[config.mk]
export PLATFORM = sky130hd
export DESIGN_NAME = lsfs_top
export DESIGN_NICKNAME = d
export VERILOG_FILES = /design/src/common/lsfs_pkg.sv /design/src/verilog/lsfs_top.sv /design/src/verilog/lsfs_sync.sv
export SDC_FILE = /design/constraint.sdc
export NUM_CORES = 1
export LEC_CHECK = 0
export BUFFER_PORTS_ARGS = -buffer_cell sky130_fd_sc_hd__buf_2
export CORE_ASPECT_RATIO = 1.5
export CORE_UTILIZATION = 35
export CTS_CLUSTER_DIAMETER = 200
export CTS_CLUSTER_SIZE = 14
export DETAILED_ROUTE_END_ITERATION = 10
export GPL_ROUTABILITY_DRIVEN = 0
export HOLD_SLACK_MARGIN = 0.03
export PLACE_DENSITY = 0.55
export SYNTH_ARGS = -nofsm -noshare
export SYNTH_HDL_FRONTEND = slang
export SYNTH_HIERARCHICAL = 1
export SYNTH_SLANG_ARGS = --single-unit
[constraint.sdc]
create_clock -name clock_in -period 3.48 [get_ports clock_in]
set_clock_uncertainty 0.15 [all_clocks]
set_input_delay 0.696 -clock clock_in [delete_from_list [all_inputs] [get_ports clock_in]]
set_output_delay 0.696 -clock clock_in [all_outputs]
set_load 0.02 [all_outputs]
[src/common/lsfs_pkg.sv]
package lsfs_pkg;

  // ----------------------------------------------------------------
  // Clock and timing
  // ----------------------------------------------------------------
  localparam int CLK_HZ = 10_000_000;
  localparam int DEB_MS = 17;
  localparam int RAMP_MS = 3;
  localparam int SSLIM_MS = 7;
  localparam int PGDLY_MS = 3;
  localparam int RCPREC_US = 15;
  localparam int TOFF_US = 3;
  localparam logic [17:0] DEB_CYC = 18'(DEB_MS * (CLK_HZ / 1000));
  localparam logic [17:0] RAMP_CYC = 18'(RAMP_MS * (CLK_HZ / 1000));
  localparam logic [17:0] SSLIM_CYC = 18'(SSLIM_MS * (CLK_HZ / 1000));
  localparam logic [17:0] PGDLY_CYC = 18'(PGDLY_MS * (CLK_HZ / 1000));
  localparam logic [7:0] RCPREC_CYC = 8'(RCPREC_US * (CLK_HZ / 1_000_000));
  localparam int TOFF_CYC = TOFF_US * (CLK_HZ / 1_000_000);

  // ----------------------------------------------------------------
  // Register map (byte addresses, 32-bit words)
  // ----------------------------------------------------------------
  localparam logic [3:0] CTRL_ADDR = 4'h0;
  localparam logic [3:0] STATUS_ADDR = 4'h4;
  localparam logic [3:0] RETRY_ADDR = 4'h8;
  localparam logic CTRL_RESET = 1'b0;
  localparam int CTRL_DIS_BIT = 0;

  // ----------------------------------------------------------------
  // Fault vector positions
  // ----------------------------------------------------------------
  localparam int F_OVP = 0;
  localparam int F_OCP = 1;
  localparam int F_SHORT = 2;
  localparam int F_OTP = 3;
  localparam int NFAULT = 4;

  typedef enum {
    ST_OFF,
    ST_DEBOUNCE,
    ST_SOFTSTART,
    ST_PGWAIT,
    ST_ON,
    ST_FAULT
  } lsfs_state_type;

endpackage : lsfs_pkg

[src/verilog/lsfs_top.sv]
//
// Overview of operation
// RULE1 - Enable input high disables switch and enters low power; low enables it.
// RULE2 - Wait 17 ms debounce after enable valid before switch on and ramp.
// RULE3 - Hold switch off during input undervoltage; otherwise follow enable and faults.
// RULE4 - Ramp output with controlled slew for nominally 3 ms after debounce.
// RULE5 - Apply 2 A soft-start current limit, release it after 7 ms.
// RULE6 - Wait 3 ms more, then flag power good if output near input.
// RULE7 - Input over-voltage trip turns switch off even when enabled; over-voltage fault.
// RULE8 - Grounded adjust input selects internal 23 V trip, else external divided trip.
// RULE9 - Reverse-current blocking always active; regulate droop when enabled.
// RULE10 - Restore full conduction 15 us after reverse condition ends, no restart.
// RULE11 - Reverse-current regulation is no fault; power good and retry unaffected.
// RULE12 - Over-current above 20 A turns switch off and records a fault.
// RULE13 - Output droop in normal operation flags a soft-short fault.
// RULE14 - Output failing to ramp in soft-start flags short, first start or retry.
// RULE15 - Over-temperature above 150 C opens switch; clears below 130 C.
// RULE16 - Every opening fault retries through full debounce and ramp when clear.
// RULE17 - Retry repeats on recurring faults until cleared, disabled or undervoltage.
// RULE18 - Power good pulled low only when switch on and no fault active.
// RULE19 - Host supplies pull-up on power good and reads low as good.
// RULE20 - Recovery from over-voltage, current or temperature waits debounce plus ramp.
// RULE21 - Begin turning off within 3 us after enable deasserted.
// RULE22 - Millisecond intervals from counters; fault or disable restarts from debounce.
// RULE23 - Comparator outputs and enable pass two flip-flops before sequencing.
//
`timescale 1ns/1ps
`default_nettype none
module lsfs_top #(
  parameter logic [17:0] DEB_CYC = lsfs_pkg::DEB_CYC,
  parameter logic [17:0] RAMP_CYC = lsfs_pkg::RAMP_CYC,
  parameter logic [17:0] SSLIM_CYC = lsfs_pkg::SSLIM_CYC,
  parameter logic [17:0] PGDLY_CYC = lsfs_pkg::PGDLY_CYC
) (
  input wire logic clock_in,
  input wire logic rst_in,
  // Wishbone classic slave
  input wire logic wb_cyc_in,
  input wire logic wb_stb_in,
  input wire logic wb_we_in,
  input wire logic [3:0] wb_adr_in,
  input wire logic [3:0] wb_sel_in,
  input wire logic [31:0] wb_dat_in,
  output logic [31:0] wb_dat_out,
  output logic wb_ack_out,
  // Pins and comparator outputs, all asynchronous
  input wire logic enable_n_in,
  input wire logic input_undervoltage_lockout_in,
  input wire logic overvoltage_adjust_input_in,
  input wire logic int_ovp_trip_in,
  input wire logic ext_ovp_trip_in,
  input wire logic overcurrent_fault_in,
  input wire logic output_short_fault_in,
  input wire logic vout_near_vin_in,
  input wire logic temp_hot_in,
  input wire logic temp_cool_in,
  input wire logic reverse_current_in,
  // Switch control
  output logic switch_on_out,
  output logic ramp_active_out,
  output logic current_limit_out,
  output logic rcp_regulate_out,
  output logic low_power_out,
  output logic power_good_flag_n_out,
  output logic power_good_flag_n_oe_out
);

  localparam int toff_lim = lsfs_pkg::TOFF_CYC;

  // ----------------------------------------------------------------
  // Input synchronisation
  // ----------------------------------------------------------------
  logic [10:0] raw_in;
  logic [10:0] syn;
  assign raw_in = {reverse_current_in, temp_cool_in, temp_hot_in,
                   vout_near_vin_in, output_short_fault_in,
                   overcurrent_fault_in, ext_ovp_trip_in, int_ovp_trip_in,
                   overvoltage_adjust_input_in,
                   input_undervoltage_lockout_in, enable_n_in};

  // Every pin crosses two flops before use
  lsfs_sync #(.WIDTH(11)) u_sync ( // RULE23
    .clock_in(clock_in),
    .rst_in(rst_in),
    .async_in(raw_in),
    .sync_out(syn)
  );

  wire en_n_s = syn[0];
  wire input_undervoltage_lockout_s = syn[1];
  wire adj_s = syn[2];
  wire int_ovp_s = syn[3];
  wire ext_ovp_s = syn[4];
  wire ocp_s = syn[5];
  wire short_s = syn[6];
  wire near_s = syn[7];
  wire hot_s = syn[8];
  wire cool_s = syn[9];
  wire rev_s = syn[10];

  // ----------------------------------------------------------------
  // Registers and state
  // ----------------------------------------------------------------
  lsfs_pkg::lsfs_state_type state;
  lsfs_pkg::lsfs_state_type next_state;
  logic [17:0] cnt;
  logic sw_disable;
  logic otp_latched;
  logic [15:0] retry_cnt;
  logic [7:0] rcp_cnt;
  logic [lsfs_pkg::NFAULT-1:0] sticky;
  logic [1:0] sync_primed;

  // ----------------------------------------------------------------
  // Fault decode
  // ----------------------------------------------------------------
  // Grounded adjust pin selects the internal trip point
  wire ovp_trip = adj_s ? ext_ovp_s : int_ovp_s; // RULE8
  wire in_start = (state == lsfs_pkg::ST_SOFTSTART) ||
                  (state == lsfs_pkg::ST_PGWAIT);
  // Short during start, or output still low when limit window ends
  wire ramp_fail = (state == lsfs_pkg::ST_SOFTSTART) &&
                   (cnt == SSLIM_CYC - 18'h1) && !near_s; // RULE14
  wire pg_fail = (state == lsfs_pkg::ST_PGWAIT) &&
                 (cnt == PGDLY_CYC - 18'h1) && !near_s; // RULE14
  wire short_det = (short_s && (in_start || state == lsfs_pkg::ST_ON)) ||
                   ramp_fail || pg_fail; // RULE13 RULE14
  wire [lsfs_pkg::NFAULT-1:0] faults;
  assign faults[lsfs_pkg::F_OVP] = ovp_trip; // RULE7
  assign faults[lsfs_pkg::F_OCP] = ocp_s; // RULE12
  assign faults[lsfs_pkg::F_SHORT] = short_det;
  assign faults[lsfs_pkg::F_OTP] = otp_latched || hot_s; // RULE15
  // Reverse current is deliberately absent from the fault vector
  wire any_fault = |faults; // RULE11
  // Level-type faults still present block the retry
  wire fault_hold = ovp_trip || ocp_s || otp_latched || hot_s;
  wire disabled = en_n_s || input_undervoltage_lockout_s || sw_disable || !sync_primed[1]; // RULE1 RULE3 RULE23

  // Cleared synchroniser reads as enabled; hold off until both stages carry pin values
  always_ff @(posedge clock_in) begin
    if (rst_in) begin
      sync_primed <= 2'h0;
    end else begin
      sync_primed <= {sync_primed[0], 1'b1}; // RULE23
    end
  end

  // Over-temperature hysteresis: set hot, clear only when cool
  always_ff @(posedge clock_in) begin
    if (rst_in) begin
      otp_latched <= 1'b0;
    end else if (hot_s) begin
      otp_latched <= 1'b1; // RULE15
    end else if (cool_s) begin
      otp_latched <= 1'b0; // RULE15
    end
  end

  // ----------------------------------------------------------------
  // Sequencer
  // ----------------------------------------------------------------
  // Disable wins over everything; a fault restarts via debounce
  always_comb begin
    next_state = state;
    case (state)
      lsfs_pkg::ST_OFF: begin
        if (!disabled && !fault_hold) begin
          next_state = lsfs_pkg::ST_DEBOUNCE;
        end
      end
      lsfs_pkg::ST_DEBOUNCE: begin
        if (cnt == DEB_CYC - 18'h1) begin
          next_state = lsfs_pkg::ST_SOFTSTART; // RULE2
        end
      end
      lsfs_pkg::ST_SOFTSTART: begin
        if (cnt == SSLIM_CYC - 18'h1) begin
          next_state = lsfs_pkg::ST_PGWAIT; // RULE5
        end
      end
      lsfs_pkg::ST_PGWAIT: begin
        if (cnt == PGDLY_CYC - 18'h1) begin
          next_state = lsfs_pkg::ST_ON; // RULE6
        end
      end
      lsfs_pkg::ST_ON: begin
        next_state = lsfs_pkg::ST_ON;
      end
      lsfs_pkg::ST_FAULT: begin
        if (!fault_hold) begin
          next_state = lsfs_pkg::ST_DEBOUNCE; // RULE16 RULE20
        end
      end
      default: begin
        next_state = lsfs_pkg::ST_OFF;
      end
    endcase
    if (disabled) begin
      next_state = lsfs_pkg::ST_OFF; // RULE1 RULE3 RULE17
    end else if (any_fault && state != lsfs_pkg::ST_OFF) begin
      next_state = lsfs_pkg::ST_FAULT; // RULE17 RULE22
    end
  end

  // State and interval counter; counter restarts on every change
  always_ff @(posedge clock_in) begin
    if (rst_in) begin
      state <= lsfs_pkg::ST_OFF;
      cnt <= 18'h0;
    end else begin
      state <= next_state;
      cnt <= (next_state != state) ? 18'h0 : cnt + 18'h1; // RULE22
    end
  end

  // Retry counter saturates so software can see a stuck fault
  always_ff @(posedge clock_in) begin
    if (rst_in || disabled) begin
      retry_cnt <= 16'h0;
    end else if (next_state == lsfs_pkg::ST_FAULT &&
                 state != lsfs_pkg::ST_FAULT && retry_cnt != 16'hffff) begin
      retry_cnt <= retry_cnt + 16'h1;
    end
  end

  // ----------------------------------------------------------------
  // Reverse-current regulation
  // ----------------------------------------------------------------
  // Regulate while reverse seen, hold 15 us after it ends
  always_ff @(posedge clock_in) begin
    if (rst_in) begin
      rcp_cnt <= 8'h0;
    end else if (rev_s) begin
      rcp_cnt <= lsfs_pkg::RCPREC_CYC; // RULE10
    end else if (rcp_cnt != 8'h0) begin
      rcp_cnt <= rcp_cnt - 8'h1; // RULE10
    end
  end

  // ----------------------------------------------------------------
  // Outputs
  // ----------------------------------------------------------------
  wire next_on = (next_state == lsfs_pkg::ST_SOFTSTART) ||
                 (next_state == lsfs_pkg::ST_PGWAIT) ||
                 (next_state == lsfs_pkg::ST_ON);
  wire next_ramp = (next_state == lsfs_pkg::ST_SOFTSTART) &&
                   ((next_state != state) || (cnt < RAMP_CYC - 18'h1));
  // Reverse regulation only modulates gate while conducting
  wire next_rcp = next_on && (rev_s || rcp_cnt != 8'h0); // RULE9
  wire next_pg = (next_state == lsfs_pkg::ST_ON) && near_s &&
                 !any_fault && !input_undervoltage_lockout_s; // RULE6 RULE18 RULE11

  // Outputs registered from next-state, so off is one cycle after cause
  always_ff @(posedge clock_in) begin
    if (rst_in) begin
      switch_on_out <= 1'b0;
      ramp_active_out <= 1'b0;
      current_limit_out <= 1'b0;
      rcp_regulate_out <= 1'b0;
      low_power_out <= 1'b1;
      power_good_flag_n_oe_out <= 1'b0;
      power_good_flag_n_out <= 1'b0;
    end else begin
      switch_on_out <= next_on; // RULE3 RULE7 RULE12 RULE21
      ramp_active_out <= next_ramp; // RULE4
      current_limit_out <= next_state == lsfs_pkg::ST_SOFTSTART; // RULE5
      rcp_regulate_out <= next_rcp; // RULE9
      low_power_out <= next_state == lsfs_pkg::ST_OFF; // RULE1
      power_good_flag_n_oe_out <= next_pg; // RULE18
      power_good_flag_n_out <= 1'b0;
    end
  end

  // ----------------------------------------------------------------
  // Wishbone slave
  // ----------------------------------------------------------------
  wire wb_req = wb_cyc_in && wb_stb_in && !wb_ack_out;
  wire ctrl_wr = wb_req && wb_we_in && wb_sel_in[0] &&
                 (wb_adr_in == lsfs_pkg::CTRL_ADDR);
  wire [31:0] status_word = {16'h0, sticky, 3'h0, power_good_flag_n_oe_out,
                             rcp_regulate_out, current_limit_out,
                             switch_on_out, 1'b0, 4'(state)};
  wire [31:0] rd_mux = (wb_adr_in == lsfs_pkg::CTRL_ADDR) ? {31'h0, sw_disable} :
                       (wb_adr_in == lsfs_pkg::STATUS_ADDR) ? status_word :
                       (wb_adr_in == lsfs_pkg::RETRY_ADDR) ? {16'h0, retry_cnt} :
                       32'h0;
  wire st_wr = wb_req && wb_we_in && wb_sel_in[1] &&
               (wb_adr_in == lsfs_pkg::STATUS_ADDR);
  wire [lsfs_pkg::NFAULT-1:0] clr_mask = st_wr ? wb_dat_in[11:8] : '0;

  // One-wait-state answer; unmapped reads zero, writes ignored
  always_ff @(posedge clock_in) begin
    if (rst_in) begin
      wb_ack_out <= 1'b0;
      wb_dat_out <= 32'h0;
      sw_disable <= lsfs_pkg::CTRL_RESET;
    end else begin
      wb_ack_out <= wb_req;
      wb_dat_out <= (wb_req && !wb_we_in) ? rd_mux : 32'h0;
      if (ctrl_wr) begin
        sw_disable <= wb_dat_in[lsfs_pkg::CTRL_DIS_BIT];
      end
    end
  end

  // Sticky fault record; a new fault beats a clear in the same cycle
  always_ff @(posedge clock_in) begin
    if (rst_in) begin
      sticky <= '0;
    end else begin
      sticky <= (sticky & ~clr_mask) | faults; // RULE12
    end
  end
endmodule : lsfs_top
`default_nettype wire

[src/verilog/lsfs_sync.sv]
`timescale 1ns/1ps
`default_nettype none
module lsfs_sync #(
  parameter int WIDTH = 1
) (
  input wire logic clock_in,
  input wire logic rst_in,
  input wire logic [WIDTH-1:0] async_in,
  output logic [WIDTH-1:0] sync_out
);

  // ----------------------------------------------------------------
  // Two-stage synchroniser; first stage feeds only the second
  // ----------------------------------------------------------------
  logic [WIDTH-1:0] stage1;

  // Reset value is zero: comparator outputs read as inactive
  always_ff @(posedge clock_in) begin
    if (rst_in) begin
      stage1 <= '0;
      sync_out <= '0;
    end else begin
      stage1 <= async_in;
      sync_out <= stage1;
    end
  end

endmodule : lsfs_sync
`default_nettype wire

; Word-level counts from Yosys, hierarchy flattened
; Cells that the tools add are included.
[totals]
wordCells = 130
regBits = 143
input_bits = 56
out_inout_bits = 40
[classes]
magnitude_cmp = 1
add_sub_neg = 3
muxes = 18
eq_ne = 20
bitwise_logic = 5
reduce_logical = 60
[ops]
columns = op, n
row1 = two-way mux 32 bit, 7
row2 = equality test 32 x 3 -> 1 bit (second input constant), 6
row3 = case mux 32 bit (6 select lines), 1
row4 = equality test 32 x 4 -> 1 bit (second input constant), 3
row5 = equality test 32 x 2 -> 1 bit (second input constant), 2
row6 = logical NOT 32 bit, 2
row7 = equality test 32 x 1 -> 1 bit (second input constant), 1
row8 = two-way mux 16 bit, 2
row9 = != test 32 bit, 1
row10 = != test 32 x 4 -> 1 bit (second input constant), 1
row11 = nonzero test 32 bit, 1
row12 = logical AND 1 bit, 22
row13 = adder 18 x 1 -> 18 bit (second input constant), 1
row14 = equality test 18 x 15 -> 1 bit (second input constant), 1
row15 = equality test 18 x 17 -> 1 bit (second input constant), 1
row16 = equality test 18 bit (second input constant), 1
row17 = < comparator 18 x 15 -> 1 bit (second input constant), 1
row18 = adder 16 x 1 -> 16 bit (second input constant), 1
row19 = logical OR 1 bit, 16
row20 = two-way mux 8 bit, 2
row21 = != test 16 bit (second input constant), 1
row22 = logical NOT 1 bit, 8
row23 = nonzero test 8 bit, 1
row24 = OR reduction 4 bit, 2
row25 = other kinds (14), 22

; Depth between registers and ports, before layout
[logic_depth]
word_depth = 14
ltp_mapped = 11
depth_no_buf = 8

; Cells and area by module
; Netlist, hierarchy kept.
[by_module_without_submodules]
columns = module, seq_area_each_um2, n_inst, area_per_inst_um2, cells_each
row1 = lsfs_top, 2102.0, 1, 4556.9, 483
row2 = lsfs_sync, 440.4, 1, 640.6, 46

; Worst setup path after synthesis
; No wires, ideal clock.
[synth_path]
path_type = register to register
start = register state[8]
end = register ramp_active_out
required_time_ns = 3.208
setup_time_ns = 0.122
stages_incl_launch_ff = 9
slack_ns = 0.616
t_arrival_ns = 2.592
synth_period_minus_slack_ns = 2.864
n_path_buf = 1
path_cell_list = dfxtp_1 > or4_4 > or4_4 > nor2_4 > nand2_1 > a221o_1 > a31o_1 > buf_6 > o31a_2
[synth_between]
elab_chain_len = 13
word_cells_on_any_way = 33
classes_between = eq/ne (10) / mux (8) / reduce/logical (15)
[synth_rtl]
columns = element, line
row1 = start: declaration, lsfs_top.sv:104  ; lsfs_pkg::lsfs_state_type state;
row2 = start signal: assignment, lsfs_top.sv:208  ; state <= lsfs_pkg::ST_OFF;
row3 = start signal: assignment, lsfs_top.sv:211  ; state <= next_state;
row4 = equality test 32 x 3 -> 1 bit (on tied branches), --
row5 = logical OR 1 bit, lsfs_top.sv:119  ; wire in_start = (state == lsfs_pkg::ST_SOFTSTART) ||
row6 = logical OR 1 bit, lsfs_top.sv:126  ; wire short_det = (short_s && (in_start || state == lsfs_pkg::ST_ON)) ||
row7 = logical AND 1 bit, lsfs_top.sv:126
row8 = logical OR 1 bit, lsfs_top.sv:126
row9 = logical OR 1 bit, lsfs_top.sv:127  ; ramp_fail || pg_fail;
row10 = OR reduction 4 bit, lsfs_top.sv:134  ; wire any_fault = |faults;
row11 = logical AND 1 bit, lsfs_top.sv:200  ; end else if (any_fault && state != lsfs_pkg::ST_OFF) begin
row12 = two-way mux 32 bit, lsfs_top.sv:200
row13 = two-way mux 32 bit, lsfs_top.sv:198  ; if (disabled) begin
row14 = != test 32 bit, lsfs_top.sv:247  ; ((next_state != state) || (cnt < RAMP_CYC - 18'h1));
row15 = logical OR 1 bit, lsfs_top.sv:247
row16 = logical AND 1 bit (*), lsfs_top.sv:246  ; wire next_ramp = (next_state == lsfs_pkg::ST_SOFTSTART) &&
row17 = end signal: assignment, lsfs_top.sv:265  ; ramp_active_out <= next_ramp;
row18 = end: declaration, lsfs_top.sv:60  ; output logic ramp_active_out,
; Mark *: on every way between the ends. The rest lies on a longest branch, timed or not.
; A chain may end at the register's enable or synchronous reset.

; Worst setup path in the final report
[layout_path]
start = register cnt[0]
end = register ramp_active_out
[layout_between]
elab_chain_len = 12
word_cells_on_any_way = 22
classes_between = order compare (1) / eq/ne (5) / mux (6) / reduce/logical (10)
[layout_rtl]
columns = element, line
row1 = start: declaration, lsfs_top.sv:106  ; logic [17:0] cnt;
row2 = start signal: assignment, lsfs_top.sv:212  ; cnt <= (next_state != state) ? 18'h0 : cnt + 18'h1;
row3 = equality test 18 x 17 -> 1 bit, "lsfs_top.sv:123, lsfs_top.sv:177"
row4 = logical AND 1 bit, lsfs_top.sv:122  ; wire ramp_fail = (state == lsfs_pkg::ST_SOFTSTART) &&
row5 = logical AND 1 bit, lsfs_top.sv:123  ; (cnt == SSLIM_CYC - 18'h1) && !near_s;
row6 = logical OR 1 bit, lsfs_top.sv:126
row7 = logical OR 1 bit, lsfs_top.sv:127
row8 = OR reduction 4 bit, lsfs_top.sv:134
row9 = logical AND 1 bit, lsfs_top.sv:200
row10 = two-way mux 32 bit, lsfs_top.sv:200
row11 = two-way mux 32 bit, lsfs_top.sv:198
row12 = != test 32 bit, lsfs_top.sv:247
row13 = logical OR 1 bit, lsfs_top.sv:247
row14 = logical AND 1 bit (*), lsfs_top.sv:246
; Marks and branches as above.

==> results.md <==
- Status: finished, final reports clean
- TritonRoute pass-1 iters: 4
- DP HPWL: roughly 8000 um
- Switching portion of total power: 25.4%
- R2R Setup Slk: 0.33 ns
- Final Hold Viols: 0
- Worst setup EP type: flop
- Max Cap Viol: 0
- Gate power share: about a tenth
- Final #Nets: about 670
- Area delta synth->final: 19.8%
- Rows: 54
- Die W: slightly above 100 um
- Most frequent cells in the layout: dfxtp_1 (127), buf_2 (49), conb_1 (46)
- Grt met1 use: between 10% and 20%
- Ports: 96
- First-pass GRT wire length: 18200 um
- Lkg Pwr: between 0.002 and 0.0025 uW
- Clock buffer count from CTS: 17
- Post-route setup TNS: 0 ns
- Synth warn: 6
- Residual DRC: 0
- Chip height: around 150 um
- Synth Area per Inst: 9.83 um^2
- Via count: slightly below 4000
- Fmax: ~0.32 GHz
- Slew Limit Fails: 0
- Antenna Nets Post-Route: 0
- Antenna cells: 0
- CTS tree: yes
- Worst-Skew Late Latency: roughly 0.41 ns
- GR Overflow Total: 0
- R2R Path Start: cnt[0]$_SDFF_PP0_
- R2R cell count: 9
- CP arrival: 3.29 ns
- Die area: between 0.015 and 0.02 mm^2
- Setup bufs post-CTS: 0
- Relative slew slack: 48.1%
- #FFs+latches synth: 127
- Fraction of registers with async set or reset after synthesis: 0%
- Int Power: 2690 uW
- Flop pwr share: roughly 44%
- I/O Buffers: 49
- DR WL/cell: 13.4 um
- Post_cts resized: 0
- Clock Root Buffer: clkbuf_16
- Seq. cell area: between 0.002 and 0.003 mm^2
- Max rail drop VDD: between 200 and 300 uV
- Pwr dens: about 580 mW/mm^2
- Clk slew on worst S/H paths: 0.06 ns
- Cell area after synthesis: roughly 0.0052 mm^2
- Antenna violations before repair: 0
- All-Layer GR Usage: between 10% and 20%
- Layout cells sized above 1: between 20% and 30%
- Hold path cells: 1
- EDFF count, synth: 0
- Post-synth top area share: 48.9%
- Routed wire length: between 10000 and 15000 um
- Ys flop type: dfxtp_1
- Vias in the first global route: between 3000 and 4000
- RSZ-0062 raised after global routing: no
- Post-synthesis sequential area ratio: roughly 49%
- Critical Path Source Type: flop
- Final period util: 90.5%
- Most common cell after layout, fill and taps aside: dfxtp_1
- Critical Path Fanout Max: 19
- Period minus WS final: between 3 and 4 ns
- Met2 Track Usage GR: 27.9%
- H-Tree Depth: 4
- Setup CP Type: reg -> reg
- Synth cell types: approximately 70
- Worst hold-check path type: reg -> reg
- Cells after Synth: 529
- Initial core utilization: 35.8%
- Final setup viols: 0
- Post-synth top area cell: dfxtp_1
- CTS max path bufs: 2
- Clk network pwr share: a little under half
- Hold Path End: u_sync/sync_out[8]$_SDFF_PP0_
- Top Usage Layer GRT: met2
- Placeable Area: 0.0145 mm^2
- Drt via density: ~4.8
- Area occupied by multi-input gates: between 0.002 and 0.0025 mm^2
- WP data required: 3.62 ns
- Clock sink total: between 100 and 150
- DR iter-0 viols: ~190
- Hold path startpoint: u_sync/stage1[8]$_SDFF_PP0_
- RR Endpoint: ramp_active_out$_SDFF_PP0_
- Largest net degree at the start of global routing: 33
- Filler cells: about 1400
- Worst Tran Pin Value: 0.773 ns
- Largest cells by area after synthesis: dfxtp_1 (49%), nand2_1 (2.9%), nor2_1 (2.9%), buf_4 (2.7%), nor2b_2 (2.5%)
- Hold Buf Count CTS: 0
- Total Power: around 3600 uW
- Met3 Track Usage GR: roughly 3.8%
- Switching power total: 915 uW
power groups by stage:
stage / clock network, uW / registers (uW) / logic [uW]
after floorplan: 0 / 1600 / 297
after global placement: 0 / 1610 / 338
after detailed placement: 0 / 1610 / 346
after CTS: 1720 / 1580 / 350
after global routing: 1790 / 1590 / 405
final: 1680 / 1580 / 349
kinds of logic after synthesis:
group                    count (synthesis)  share of synthesized area, %
other                                    1                        0.0722
adder cells (fa/ha/maj)                  3                         0.722
XOR/XNOR                                23                          3.88
multiplexers                             5                         0.987
buffers and inverters                   55                          7.13
flip-flops                             127                          48.9
AND/OR/NAND/NOR                        239                          28.3
AO/OA/AOI/OAI                           76                          9.97
worst max-delay path by stage:
stage | start | end | cells after the start
2_1_floorplan | state[8]$_SDFF_PP0_ | ramp_active_out$_SDFF_PP0_ | 8
3_3_place_gp | cnt[0]$_SDFF_PP0_ | ramp_active_out$_SDFF_PP0_ | 9
3_5_place_dp | cnt[0]$_SDFF_PP0_ | ramp_active_out$_SDFF_PP0_ | 9
4_1_cts | cnt[0]$_SDFF_PP0_ | ramp_active_out$_SDFF_PP0_ | 9
5_1_grt | cnt[0]$_SDFF_PP0_ | ramp_active_out$_SDFF_PP0_ | 9
6_report | cnt[0]$_SDFF_PP0_ | ramp_active_out$_SDFF_PP0_ | 9
state kept, by name (all words and copies together), names as in the netlist, 2 cells and up:
name             flops
u_sync/sync_out     11
u_sync/stage1       11
state               32
sticky               4
sync_primed          2
wb_dat_out          16
cnt                 18
retry_cnt           16
rcp_cnt              8
metrics by stage:
stage	setup WS [ns]	util (%)	hold slack, ns	cell area, um^2	std cells
global route	0.122	42.9	0.298	6230	818
floorplan	0.616	-	0.261	5370	574
finish	0.331	42.9	0.280	6230	818
global placement	0.386	38.9	0.265	5650	786
CTS	0.353	42.9	0.284	6230	818
detailed placement	0.376	38.9	0.270	5650	786
layout make-up:
type,instances,share of cell area (%)
Sequential cell,127,40.8
Multi-Input combinational cell,392,39.6
Clock buffer,19,7.11
Timing Repair Buffer,61,5.79
Tap cell,196,3.94
Clock inverter,13,2.11
Inverter,10,0.603
layer usage:
metal | routed length (um) | part of all wire, %
met3 | 378 | 3.5
met5 | 0 | 0
met2 | 5860 | 54
met4 | 214 | 2.0
met1 | 4480 | 41
cell usage after synthesis (all sizes together) (11+ instances only):
library cell	n
nor3	12
nor2	41
buf	30
nand3	16
nor4	27
o21ai	17
xor2	13
and3	13
a22oi	11
dfxtp	127
clkbuf	15
nor2b	22
nand2	41
nand4	13
a21oi	22
worst max-delay path, cell delays in order, from the launching register on:
cell,delay (ns)
dfxtp_1,0.39
ha_1,0.21
and3_1,0.36
nand4_1,0.21
or4b_1,0.52
a211oi_2,0.27
nand4b_1,0.12
a31o_1,0.26
buf_12,0.16
o31a_2,0.36
Note: power is estimated with default switching activity, not from simulation.
